--- src/logic/mbrm_pkg.sv ---
// Package: constants and carrier types of the measurement register map
package mbrm_pkg;

  // Unit identifiers
  localparam logic [7:0]  UNIT_XMTR       = 8'hF0;        // Transmitter itself
  localparam logic [7:0]  UNIT_PROBE1     = 8'hF1;        // Probe on first terminal
  localparam logic [7:0]  UNIT_PROBE2     = 8'hF2;        // Probe on second terminal

  // Function codes
  localparam logic [7:0]  FC_READ_HOLD    = 8'h03;        // Read holding registers
  localparam logic [7:0]  FC_DEV_IDENT    = 8'h2B;        // Encapsulated transport
  localparam logic [7:0]  MEI_DEV_IDENT   = 8'h0E;        // Read device identification

  // Exception codes
  localparam logic [7:0]  EXC_ILL_FUNC    = 8'h01;        // Function not supported
  localparam logic [7:0]  EXC_ILL_ADDR    = 8'h02;        // Address not implemented
  localparam logic [7:0]  EXC_ILL_VALUE   = 8'h03;        // Bad quantity or subcode
  localparam logic [7:0]  EXC_NO_PATH     = 8'h0A;        // Unit not served

  // Register addresses on the wire (register number minus one)
  localparam logic [15:0] ADDR_PRESS_F    = 16'h002A;     // Pressure float, low word
  localparam logic [15:0] ADDR_AIN_ACT_F  = 16'h0034;     // Input current float, low word
  localparam logic [15:0] ADDR_AIN_VAL_F  = 16'h0036;     // Validated current float, low word
  localparam logic [15:0] ADDR_PRESS_I    = 16'h0115;     // Pressure integer
  localparam logic [15:0] ADDR_AIN_ACT_I  = 16'h011A;     // Input current integer
  localparam logic [15:0] ADDR_AIN_VAL_I  = 16'h011B;     // Validated current integer
  localparam logic [15:0] ADDR_STEP       = 16'h0001;     // Offset of the high word

  // Quantity limits for one read
  localparam logic [15:0] QTY_MIN         = 16'h0001;
  localparam logic [15:0] QTY_MAX         = 16'h007D;

  // Integer scaling and fixed-point input format
  localparam int          FRAC_BITS       = 16;           // Fraction bits of fixed inputs
  localparam logic [15:0] SCALE_PRESS     = 16'h000A;     // Pressure times 10
  localparam logic [15:0] SCALE_AIN       = 16'h03E8;     // Current times 1000

  // Integer codes
  localparam logic [15:0] CODE_MAX        = 16'h7FFF;     // 32767 or larger
  localparam logic [15:0] CODE_NA         = 16'h8000;     // Not available
  localparam logic [15:0] CODE_MIN        = 16'h8001;     // -32767 or smaller

  // Analog input valid window in Q16.16 mA
  localparam logic signed [31:0] AIN_MIN_Q = 32'sh0003_CCCD; // 3.8 mA
  localparam logic signed [31:0] AIN_MAX_Q = 32'sh0014_8000; // 20.5 mA

  // Quiet NaN for unavailable floats
  localparam logic [31:0] FLOAT_NAN       = 32'h7FC0_0000;

  // Identification words (arbitrary neutral values)
  localparam logic [15:0] ID_VENDOR       = 16'h0A5A;     // Arbitrary
  localparam logic [15:0] ID_PRODUCT      = 16'h0001;     // Arbitrary
  localparam logic [15:0] ID_REVISION     = 16'h0100;     // Arbitrary
  localparam logic [15:0] ID_WORDS        = 16'h0003;

  // Request as decoded from the protocol data unit
  typedef struct packed {
    logic [7:0]  unit;
    logic [7:0]  func;
    logic [7:0]  meiType;
    logic [15:0] addr;
    logic [15:0] qty;
  } mbrm_req_t;

  // One answer word; on an exception data[7:0] is the code
  typedef struct packed {
    logic [15:0] data;
    logic        last;
    logic        exc;
  } mbrm_rsp_t;

  // Request forwarded to a probe
  typedef struct packed {
    logic        sel;
    logic [15:0] addr;
    logic [15:0] qty;
  } mbrm_probe_req_t;

  // Controller states
  typedef enum logic [2:0] {
    ST_IDLE  = 3'b000,
    ST_CHECK = 3'b001,
    ST_SEND  = 3'b010,
    ST_IDENT = 3'b011,
    ST_PROBE = 3'b100,
    ST_EXC   = 3'b101
  } mbrm_state_t;

endpackage

--- src/logic/mbrm_int16_encode.sv ---
// Fixed-point value to scaled saturated 16-bit signed register code
`timescale 1ns/1ps
`default_nettype none
module mbrm_int16_encode #(
  parameter logic [15:0] SCALE = mbrm_pkg::SCALE_PRESS
) (
  // Clock and reset
  input  wire logic              clk_sys,
  input  wire logic              reset_n,
  // Value in
  input  wire logic signed [31:0] fixedIn,
  input  wire logic              avail,
  // Code out
  output logic        [15:0]     codeOut
);

  logic signed [48:0] scaled;   // Value times scale, fraction dropped

  // Scale the fixed-point value
  always_comb
  begin
    scaled = ($signed(fixedIn) * $signed({1'b0, SCALE})) >>> mbrm_pkg::FRAC_BITS;
  end

  // Register the code with saturation and not-available marking
  always_ff @(posedge clk_sys or negedge reset_n)
  begin
    if (!reset_n)
      codeOut <= mbrm_pkg::CODE_NA;
    else if (!avail)
      codeOut <= mbrm_pkg::CODE_NA;
    else if (scaled >= 49'sd32767)
      codeOut <= mbrm_pkg::CODE_MAX;
    else if (scaled <= -49'sd32767)
      codeOut <= mbrm_pkg::CODE_MIN;
    else
      codeOut <= scaled[15:0];
  end

  property p_na;
    @(posedge clk_sys) disable iff (!reset_n)
    !avail |=> codeOut == 16'h8000;
  endproperty
  a_na: assert property (p_na) else $error("missing value not coded 8000");

  // Sampled reset_n keeps out the release edge, where the code still reads 8000
  property p_high;
    @(posedge clk_sys) disable iff (!reset_n)
    reset_n && avail && scaled >= 49'sd32767 |=> codeOut == 16'h7FFF;
  endproperty
  a_high: assert property (p_high) else $error("high value not saturated");

  property p_low;
    @(posedge clk_sys) disable iff (!reset_n)
    reset_n && avail && scaled <= -49'sd32767 |=> codeOut == 16'h8001;
  endproperty
  a_low: assert property (p_low) else $error("low value not saturated");

  property p_mid;
    @(posedge clk_sys) disable iff (!reset_n)
    reset_n && avail && scaled < 49'sd32767 && scaled > -49'sd32767
      |=> codeOut == $past(scaled[15:0]);
  endproperty
  a_mid: assert property (p_mid) else $error("in-range value altered");

endmodule // mbrm_int16_encode
`default_nettype wire

--- src/logic/mbrm_register_map.sv ---
// Protocol register map of the measurement transmitter with probe routing
`timescale 1ns/1ps
`default_nettype none
// Function
// - Units 240, 241, 242: transmitter, probe one, two
// - Read holding registers served for all three units
// - Device identification answered only under unit 240
// - Floats are binary32 in two registers
// - Low word at listed address, high next
// - Values 32767 and above saturate to 7FFF
// - Unavailable integer quantities read 8000
// - -32767 and below give 8001, else two's complement
// - Integer registers hold value times scale factor
// - Wire address equals register number minus one
// - Measurements only under 240 with option fitted
// - Read-only floats: pressure, current, validated current
// - Validated current NaN or 8000 outside window
// - Read-only integers: pressure x10, current x1000
// - Actual current integer is not range validated
module mbrm_register_map (
  // Clock and reset
  input  wire logic                      clk_sys,
  input  wire logic                      reset_n,
  // Request
  input  wire logic                      reqValid,
  output logic                           reqReady,
  input  wire mbrm_pkg::mbrm_req_t       req,
  // Response
  output logic                           rspValid,
  output mbrm_pkg::mbrm_rsp_t            rsp,
  // Fitted options
  input  wire logic                      baroFitted,
  input  wire logic                      analogFitted,
  // Measurements
  input  wire logic [31:0]               pressureFloat,
  input  wire logic signed [31:0]        pressureFixed,
  input  wire logic                      pressureAvail,
  input  wire logic [31:0]               ainFloat,
  input  wire logic signed [31:0]        ainFixed,
  input  wire logic                      ainAvail,
  // Probe path
  output logic                           probeReqValid,
  output mbrm_pkg::mbrm_probe_req_t      probeReq,
  input  wire logic                      probeRspValid,
  input  wire mbrm_pkg::mbrm_rsp_t       probeRsp
);

  mbrm_pkg::mbrm_state_t state_r;        // Controller state
  mbrm_pkg::mbrm_state_t state_nxt;      // Next state on accept
  mbrm_pkg::mbrm_req_t   req_r;          // Latched request
  logic [15:0]           cnt_r;          // Word index within the read
  logic [7:0]            excCode_r;      // Pending exception code
  logic [7:0]            excCode_nxt;    // Exception code chosen on accept
  logic                  reqAccept;      // Request taken this cycle
  logic                  ainInRange;     // Current inside valid window
  logic [15:0]           curAddr;        // Address of current word
  logic                  lastWord;       // Current word is the final one
  logic                  hitOk;          // Current address is served
  logic [15:0]           hitWord;        // Data of current address
  logic [15:0]           idWord;         // Identification word
  logic [31:0]           snapPresF;      // Pressure float snapshot
  logic [31:0]           snapAinF;       // Current float snapshot
  logic [31:0]           snapAinValF;    // Validated float snapshot
  logic [15:0]           snapInt [3];    // Integer code snapshots
  logic signed [31:0]    encFixed [3];   // Encoder inputs
  logic                  encAvail [3];   // Encoder availability
  logic [15:0]           encCode [3];    // Encoder outputs

  // Handshake and address stepping
  assign reqReady   = (state_r == mbrm_pkg::ST_IDLE);
  assign reqAccept  = reqValid && reqReady;
  assign curAddr    = req_r.addr + cnt_r;
  assign lastWord   = (cnt_r == req_r.qty - mbrm_pkg::QTY_MIN);
  assign ainInRange = (ainFixed >= mbrm_pkg::AIN_MIN_Q) && (ainFixed <= mbrm_pkg::AIN_MAX_Q);

  // Integer encoder inputs: pressure, actual current, validated current
  assign encFixed[0] = pressureFixed;
  assign encFixed[1] = ainFixed;
  assign encFixed[2] = ainFixed;
  assign encAvail[0] = pressureAvail;
  assign encAvail[1] = ainAvail;
  assign encAvail[2] = ainAvail && ainInRange;

  // One scaled encoder per integer register
  generate
    for (genvar g = 0; g < 3; g++)
    begin : gen_enc
      mbrm_int16_encode #(
        .SCALE   (g == 0 ? mbrm_pkg::SCALE_PRESS : mbrm_pkg::SCALE_AIN)
      ) u_enc (
        .clk_sys (clk_sys),
        .reset_n (reset_n),
        .fixedIn (encFixed[g]),
        .avail   (encAvail[g]),
        .codeOut (encCode[g])
      );
    end
  endgenerate

  // Decode the request: unit routing and function support
  always_comb
  begin
    state_nxt   = mbrm_pkg::ST_EXC;
    excCode_nxt = mbrm_pkg::EXC_ILL_FUNC;
    if (req.unit == mbrm_pkg::UNIT_XMTR)
    begin
      if (req.func == mbrm_pkg::FC_READ_HOLD)
      begin
        // Local read: quantity bounds first
        if (req.qty < mbrm_pkg::QTY_MIN || req.qty > mbrm_pkg::QTY_MAX)
          excCode_nxt = mbrm_pkg::EXC_ILL_VALUE;
        else
          state_nxt = mbrm_pkg::ST_CHECK;
      end
      else if (req.func == mbrm_pkg::FC_DEV_IDENT)
      begin
        // Identification only with the right subcode
        if (req.meiType == mbrm_pkg::MEI_DEV_IDENT)
          state_nxt = mbrm_pkg::ST_IDENT;
        else
          excCode_nxt = mbrm_pkg::EXC_ILL_VALUE;
      end
    end
    else if (req.unit == mbrm_pkg::UNIT_PROBE1 || req.unit == mbrm_pkg::UNIT_PROBE2)
    begin
      // Probes get register reads only, never identification
      if (req.func == mbrm_pkg::FC_READ_HOLD)
        state_nxt = mbrm_pkg::ST_PROBE;
    end
    else
      excCode_nxt = mbrm_pkg::EXC_NO_PATH;
  end

  // Register lookup for the current word; all are read only
  always_comb
  begin
    hitOk   = 1'b0;
    hitWord = 16'h0000;
    case (curAddr)
      mbrm_pkg::ADDR_PRESS_F:
      begin
        hitOk   = baroFitted;
        hitWord = snapPresF[15:0];
      end
      mbrm_pkg::ADDR_PRESS_F + mbrm_pkg::ADDR_STEP:
      begin
        hitOk   = baroFitted;
        hitWord = snapPresF[31:16];
      end
      mbrm_pkg::ADDR_AIN_ACT_F:
      begin
        hitOk   = analogFitted;
        hitWord = snapAinF[15:0];
      end
      mbrm_pkg::ADDR_AIN_ACT_F + mbrm_pkg::ADDR_STEP:
      begin
        hitOk   = analogFitted;
        hitWord = snapAinF[31:16];
      end
      mbrm_pkg::ADDR_AIN_VAL_F:
      begin
        hitOk   = analogFitted;
        hitWord = snapAinValF[15:0];
      end
      mbrm_pkg::ADDR_AIN_VAL_F + mbrm_pkg::ADDR_STEP:
      begin
        hitOk   = analogFitted;
        hitWord = snapAinValF[31:16];
      end
      mbrm_pkg::ADDR_PRESS_I:
      begin
        hitOk   = baroFitted;
        hitWord = snapInt[0];
      end
      mbrm_pkg::ADDR_AIN_ACT_I:
      begin
        hitOk   = analogFitted;
        hitWord = snapInt[1];
      end
      mbrm_pkg::ADDR_AIN_VAL_I:
      begin
        hitOk   = analogFitted;
        hitWord = snapInt[2];
      end
      default:
      begin
        hitOk   = 1'b0;
        hitWord = 16'h0000;
      end
    endcase
  end

  // Identification table
  always_comb
  begin
    case (cnt_r[1:0])
      2'b00:   idWord = mbrm_pkg::ID_VENDOR;
      2'b01:   idWord = mbrm_pkg::ID_PRODUCT;
      default: idWord = mbrm_pkg::ID_REVISION;
    endcase
  end

  // State and word counter
  always_ff @(posedge clk_sys or negedge reset_n)
  begin
    if (!reset_n)
    begin
      state_r <= mbrm_pkg::ST_IDLE;
      cnt_r   <= 16'h0000;
    end
    else
    begin
      case (state_r)
        mbrm_pkg::ST_IDLE:
        begin
          cnt_r <= 16'h0000;
          if (reqAccept)
            state_r <= state_nxt;
        end
        mbrm_pkg::ST_CHECK:
        begin
          // Every word must be served before any data goes out
          if (!hitOk)
            state_r <= mbrm_pkg::ST_EXC;
          else if (lastWord)
          begin
            state_r <= mbrm_pkg::ST_SEND;
            cnt_r   <= 16'h0000;
          end
          else
            cnt_r <= cnt_r + 16'h0001;
        end
        mbrm_pkg::ST_SEND:
        begin
          cnt_r <= cnt_r + 16'h0001;
          if (lastWord)
            state_r <= mbrm_pkg::ST_IDLE;
        end
        mbrm_pkg::ST_IDENT:
        begin
          cnt_r <= cnt_r + 16'h0001;
          if (cnt_r == mbrm_pkg::ID_WORDS - 16'h0001)
            state_r <= mbrm_pkg::ST_IDLE;
        end
        mbrm_pkg::ST_PROBE:
        begin
          // Probe answer ends with its last word or an exception
          if (probeRspValid && (probeRsp.last || probeRsp.exc))
            state_r <= mbrm_pkg::ST_IDLE;
        end
        mbrm_pkg::ST_EXC:
          state_r <= mbrm_pkg::ST_IDLE;
        default:
          state_r <= mbrm_pkg::ST_IDLE;
      endcase
    end
  end

  // Request and exception code latch
  always_ff @(posedge clk_sys or negedge reset_n)
  begin
    if (!reset_n)
    begin
      req_r     <= '0;
      excCode_r <= 8'h00;
    end
    else if (reqAccept)
    begin
      req_r     <= req;
      excCode_r <= excCode_nxt;
    end
    else if (state_r == mbrm_pkg::ST_CHECK && !hitOk)
      excCode_r <= mbrm_pkg::EXC_ILL_ADDR;
  end

  // Snapshot on accept so both halves of a value are coherent
  always_ff @(posedge clk_sys or negedge reset_n)
  begin
    if (!reset_n)
    begin
      snapPresF   <= mbrm_pkg::FLOAT_NAN;
      snapAinF    <= mbrm_pkg::FLOAT_NAN;
      snapAinValF <= mbrm_pkg::FLOAT_NAN;
      snapInt     <= '{default: mbrm_pkg::CODE_NA};
    end
    else if (reqAccept)
    begin
      snapPresF   <= pressureAvail ? pressureFloat : mbrm_pkg::FLOAT_NAN;
      snapAinF    <= ainAvail ? ainFloat : mbrm_pkg::FLOAT_NAN;
      snapAinValF <= (ainAvail && ainInRange) ? ainFloat : mbrm_pkg::FLOAT_NAN;
      snapInt     <= encCode;
    end
  end

  // Answer word output
  always_ff @(posedge clk_sys or negedge reset_n)
  begin
    if (!reset_n)
    begin
      rspValid <= 1'b0;
      rsp      <= '0;
    end
    else
    begin
      rspValid <= 1'b0;
      rsp      <= '0;
      case (state_r)
        mbrm_pkg::ST_SEND:
        begin
          rspValid <= 1'b1;
          rsp      <= '{data: hitWord, last: lastWord, exc: 1'b0};
        end
        mbrm_pkg::ST_IDENT:
        begin
          rspValid <= 1'b1;
          rsp      <= '{data: idWord, last: (cnt_r == mbrm_pkg::ID_WORDS - 16'h0001),
                        exc: 1'b0};
        end
        mbrm_pkg::ST_PROBE:
        begin
          // Idle probe lines must not leak onto the answer word
          rspValid <= probeRspValid;
          if (probeRspValid)
            rsp <= probeRsp;
        end
        mbrm_pkg::ST_EXC:
        begin
          rspValid <= 1'b1;
          rsp      <= '{data: {8'h00, excCode_r}, last: 1'b1, exc: 1'b1};
        end
        default:
        begin
          rspValid <= 1'b0;
          rsp      <= '0;
        end
      endcase
    end
  end

  // Probe forwarding, one pulse per routed read
  always_ff @(posedge clk_sys or negedge reset_n)
  begin
    if (!reset_n)
    begin
      probeReqValid <= 1'b0;
      probeReq      <= '0;
    end
    else
    begin
      probeReqValid <= reqAccept && (state_nxt == mbrm_pkg::ST_PROBE);
      if (reqAccept)
        probeReq <= '{sel: (req.unit == mbrm_pkg::UNIT_PROBE2), addr: req.addr, qty: req.qty};
    end
  end

  property p_probe_route;
    @(posedge clk_sys) disable iff (!reset_n)
    reqAccept && req.unit == 8'hF1 && req.func == 8'h03 |=> probeReqValid && !probeReq.sel;
  endproperty
  a_probe_route: assert property (p_probe_route) else $error("unit 241 not routed");

  property p_ident_xmtr;
    @(posedge clk_sys) disable iff (!reset_n)
    reqAccept && req.func == 8'h2B && req.unit != 8'hF0
      |=> state_r == mbrm_pkg::ST_EXC ##1 rspValid && rsp.exc;
  endproperty
  a_ident_xmtr: assert property (p_ident_xmtr) else $error("identification off unit 240");

  property p_bad_func;
    @(posedge clk_sys) disable iff (!reset_n)
    reqAccept && req.unit == 8'hF0 && req.func != 8'h03 && req.func != 8'h2B
      |=> ##1 rspValid && rsp.exc && rsp.data[7:0] == 8'h01 && rsp.last;
  endproperty
  a_bad_func: assert property (p_bad_func) else $error("no illegal function answer");

  property p_not_fitted;
    @(posedge clk_sys) disable iff (!reset_n)
    state_r == mbrm_pkg::ST_CHECK && curAddr == 16'h002A && !baroFitted
      |=> ##1 rspValid && rsp.exc && rsp.data[7:0] == 8'h02;
  endproperty
  a_not_fitted: assert property (p_not_fitted) else $error("unfitted pressure served");

  property p_low_word;
    @(posedge clk_sys) disable iff (!reset_n)
    state_r == mbrm_pkg::ST_SEND && curAddr == 16'h002A |=> rsp.data == snapPresF[15:0];
  endproperty
  a_low_word: assert property (p_low_word) else $error("pressure low word misplaced");

  property p_high_word;
    @(posedge clk_sys) disable iff (!reset_n)
    state_r == mbrm_pkg::ST_SEND && curAddr == 16'h002B |=> rsp.data == snapPresF[31:16];
  endproperty
  a_high_word: assert property (p_high_word) else $error("pressure high word misplaced");

  property p_valid_nan;
    @(posedge clk_sys) disable iff (!reset_n)
    reqAccept && !ainInRange |=> snapAinValF == 32'h7FC0_0000;
  endproperty
  a_valid_nan: assert property (p_valid_nan) else $error("out-of-window current not NaN");

  property p_bad_addr;
    @(posedge clk_sys) disable iff (!reset_n)
    state_r == mbrm_pkg::ST_CHECK && !hitOk |=> ##1 rspValid && rsp.exc && !$past(rspValid);
  endproperty
  a_bad_addr: assert property (p_bad_addr) else $error("unmapped address not refused");

endmodule // mbrm_register_map
`default_nettype wire

--- config.mk ---
export PLATFORM = sky130hd
export DESIGN_NAME = mbrm_register_map
export DESIGN_NICKNAME = d
export VERILOG_FILES = /design/src/logic/mbrm_pkg.sv /design/src/logic/mbrm_int16_encode.sv /design/src/logic/mbrm_register_map.sv
export SDC_FILE = /design/constraint.sdc
export NUM_CORES = 1
export LEC_CHECK = 0
export BUFFER_PORTS_ARGS = -buffer_cell sky130_fd_sc_hd__buf_2
export CAP_MARGIN = 10
export CORE_UTILIZATION = 60
export DETAILED_ROUTE_END_ITERATION = 8
export PLACE_DENSITY = 0.82
export SLEW_MARGIN = 10
export SYNTH_ARGS = -nofsm -noshare
export SYNTH_HDL_FRONTEND = slang
export SYNTH_SLANG_ARGS = --single-unit
--- constraint.sdc ---
create_clock -name clk_sys -period 5.2 [get_ports clk_sys]
set_clock_uncertainty 0.2 [all_clocks]
set_input_delay 0.52 -clock clk_sys [delete_from_list [all_inputs] [get_ports clk_sys]]
set_output_delay 0.52 -clock clk_sys [all_outputs]
set_load 0.1 [all_outputs]
==> results.cfg <==
[outcome]
result_of_the_run = finished with violations
violations_in_the_final_reports = negative hold slack, negative setup slack

[global_routing]
grt_antenna_before_repair = 8
grt_pass1_vias = 22100
grt.overflow.total = 0
track_usage_pct = 35.0
maximum_number_of_pins_on_one_net_before_global_route_repair = 110
grt_first_pass_wirelength_mm = 109

[synthesis]
syn_avg_cell_area_um2 = 8.80
netlist_area_um2 = 22400
async_reset_ff_share_pct = 100
synth_seq_area_share_pct = 30.0
synth_largest_type_area_fraction_pct = 26.1
gate_count_after_technology_mapping = 2546
synth.net_count = 3094
biggest_area_consumer_among_synthesized_cells = dfrtp_1
ys_warn_count = 0
synth_area_leaders = dfrtp_1 (26%), ha_1 (12%), fa_1 (11%)
synth_enable_flop_cells = 0
synth-seq-cells = 267
post_synth_num_cell_types = 84
synth_flop_cell = dfrtp_1

[layout]
synthToLayoutAreaGrowth_pct = 27.2
layout.cells.most_common = nand2_1
finalNetCount = 3601
layout_utilization_pct = 77.7
commonest_cells_after_routing_fill_and_taps_aside = nand2_1 (500), buf_4 (268), buf_2 (255)
design_area_um2 = 28500
drive_gt1_share_pct = 27.3

[run]
drv.max_cap_violation_count = 0

[placement]
dp_hpwl_mm = 48.6
port-buffer-count = 263
routability_congestion_estimate = 0.962
placement.cell_area_um2 = 26000

[sta]
headroom_to_the_max_slew_limit_pct = 18.7
tightest_slew_ns = 1.22
postLayoutSetupSlackWorst_ns = -0.940
finalHoldWorstSlack_ns = -0.00136
final-max-slew-violation-count = 0
hold_violations = 1
grt_setup_unrepaired = yes
fin_crit_ns = 6.14
final_cycle_share_pct = 118
setup_viol_count_final = 32
max_clk_rate_mhz = 163

[route]
detail_route.iter0.violations = 1820
routed_via_count = 21600
drt_pass1_iterations = 8
wl_mm = 68.1
route.antenna.remaining_nets = 0
drt-vias-per-instance = 6.07
drc_errors = 0
detail_route.wl_per_cell_um = 19.2

[min_path]
hp-class = in2reg

[worst_setup_path]
critical-path-top-delay-family = adder cells
worstPathBufferInverterCount = 8
crit_arrival_ns = 6.34
crit_path_start_kind = input port
crit_top_cell = fa_1
end_kind = flip-flop
crit_path_cell_trace = buf_8 -> clkinvlp_4 -> buf_4 -> fa_1 -> fa_1 -> inv_1 -> fa_1 -> fa_1 -> ha_4 -> and3_4 -> buf_6 -> nor3b_4 -> o31ai_4 -> buf_4 -> nand2_2 -> buf_4 -> a221oi_2 -> nor2b_1 -> nor4_1 -> o211ai_1 -> o21ba_4 -> buf_12 -> a211oi_2
critical_path.max_fanout = 10
timing.critical_path.slowest_stage_cell = fa_1
critical_path_required_ns = 5.40
setup.worst_path.class = in2reg
max_stage_delay_ns = 0.55

[cts]
cts_buffer_depth = 3
h-tree-depth = 1
clockRootBuffer = clkbuf_16
clock_tree_from_tritoncts = built
clk_latency_ns = 0.55
clk_transition_reported_paths_ns = 0.07
cts_buffers = 26
clock-sinks = 267

[floorplan]
ioPinCount = 264
floorplan.initialDensity_pct = 61.1
die_height_um = 195
rows = 70
die_w_um = 195
fp.coreArea_um2 = 36700
die_area_um2 = 38100

[power_and_ir_drop]
p_per_area_nw_per_um2 = 680
total_power_mw = 19.4
vdd.ir_drop.worst_uv = 458
leakagePower_nw = 14.2
report_power, final:
group | total (mW) | switching (mW) | leakage [nW] | internal, mW
clock network | 1.96 | 0.822 | 0.425 | 1.13
logic | 14.2 | 8.09 | 10.4 | 6.09
registers | 3.26 | 0.494 | 3.43 | 2.76
per-layer routing:
layer / wire length [µm] / part of all wire (%) / global-route usage, %
met1: 26200 / 38 / 42.3
met2: 34100 / 50 / 60.9
met3: 4160 / 6.1 / 4.63
met4: 3710 / 5.5 / 18.5
met5: 0 / 0 / 0
path summary, 6_finish.rpt:
check	startpoint	cells after the start	slack, ns	endpoint
max in group asynchronous	reset_n	3	3.08	rsp[6]$_DFF_PN0_
worst min-delay path	req[20]	3	-0.001	probeReq[20]$_DFFE_PN0P_
worst max-delay path	ainFixed[8]	23	-0.94	gen_enc[1].u_enc.codeOut[1]$_DFF_PN0_
worst min register to register	gen_enc[0].u_enc.codeOut[13]$_DFF_PN0_	2	0.24	snapInt[45]$_DFFE_PN0P_
worst max register to register	probeReq[16]$_DFFE_PN0P_	12	0.18	rsp[11]$_DFF_PN0_
min in group asynchronous	reset_n	2	0.41	probeReq[23]$_DFFE_PN0P_
cell families (layout without fill, tap and decap cells):
| kind of cell | count (synthesis) | in the layout | share of synthesized area (%) |
|---|---|---|---|
| AND/OR/NAND/NOR | 900 | 900 | 18.2 |
| AO/OA/AOI/OAI | 528 | 528 | 15.8 |
| buffers and inverters | 386 | 913 | 6.57 |
| adder cells (fa/ha/maj) | 338 | 338 | 23.0 |
| flip-flops | 267 | 267 | 30.0 |
| XOR/XNOR | 67 | 67 | 2.62 |
| multiplexers | 60 | 60 | 3.82 |
| other | 0 | 10 | 0 |
per-stage QoR:
step,std cells,setup TNS [ns],setup slack [ns]
2_1_floorplan,2546,-20.64,-0.712
3_3_place_gp,3400,-35.04,-1.20
3_5_place_dp,3400,-38.25,-1.30
4_1_cts,3517,-16.20,-0.574
5_1_grt,3548,-25.98,-1.03
6_report,3551,-21.82,-0.940
sequential cells by signal, indices dropped and copies added, names as in the netlist:
register / flops
cnt_r: 16
excCode_r: 3
gen_enc.u_enc.codeOut: 48
probeReq: 33
probeReqValid: 1
rsp: 18
rspValid: 1
snapAinF: 32
snapAinValF: 32
snapInt: 48
snapPresF: 32
state_r: 3
repair_timing:
item                                    CTS  global route
endpoints found under the hold margin   132             1
pin swaps                                61            74
endpoints found under the setup margin   32            32
hold buffers                             40             1
gates resized for setup                  86            61
cloned                                    2             2
setup buffers                            29            23
worst min-delay path: stages:
cell     delay (ns)
buf_2          0.08
nand2_1        0.05
nand2_1        0.06
final cells by class:
cell class	count	area [µm²]
fill	2413	8190
tap	468	586
multi-input combinational	1893	15100
clock inverter	9	134
clock buffer	39	739
sequential	267	6720
antenna	10	25.0
inverter	274	1080
timing repair buffer	591	4110
synthesized netlist by cell type, types with 39 or more instances:
library cell and n:
nand2_1 505, nand3_1 80, a21oi_1 105, a211oi_1 39
nor3_1 43, o21ai_0 123, dfrtp_1 234, nor2_1 96
fa_1 123, inv_1 273, ha_1 215, clkbuf_1 101
a21o_1 45
(Power assumes the default switching activity.)
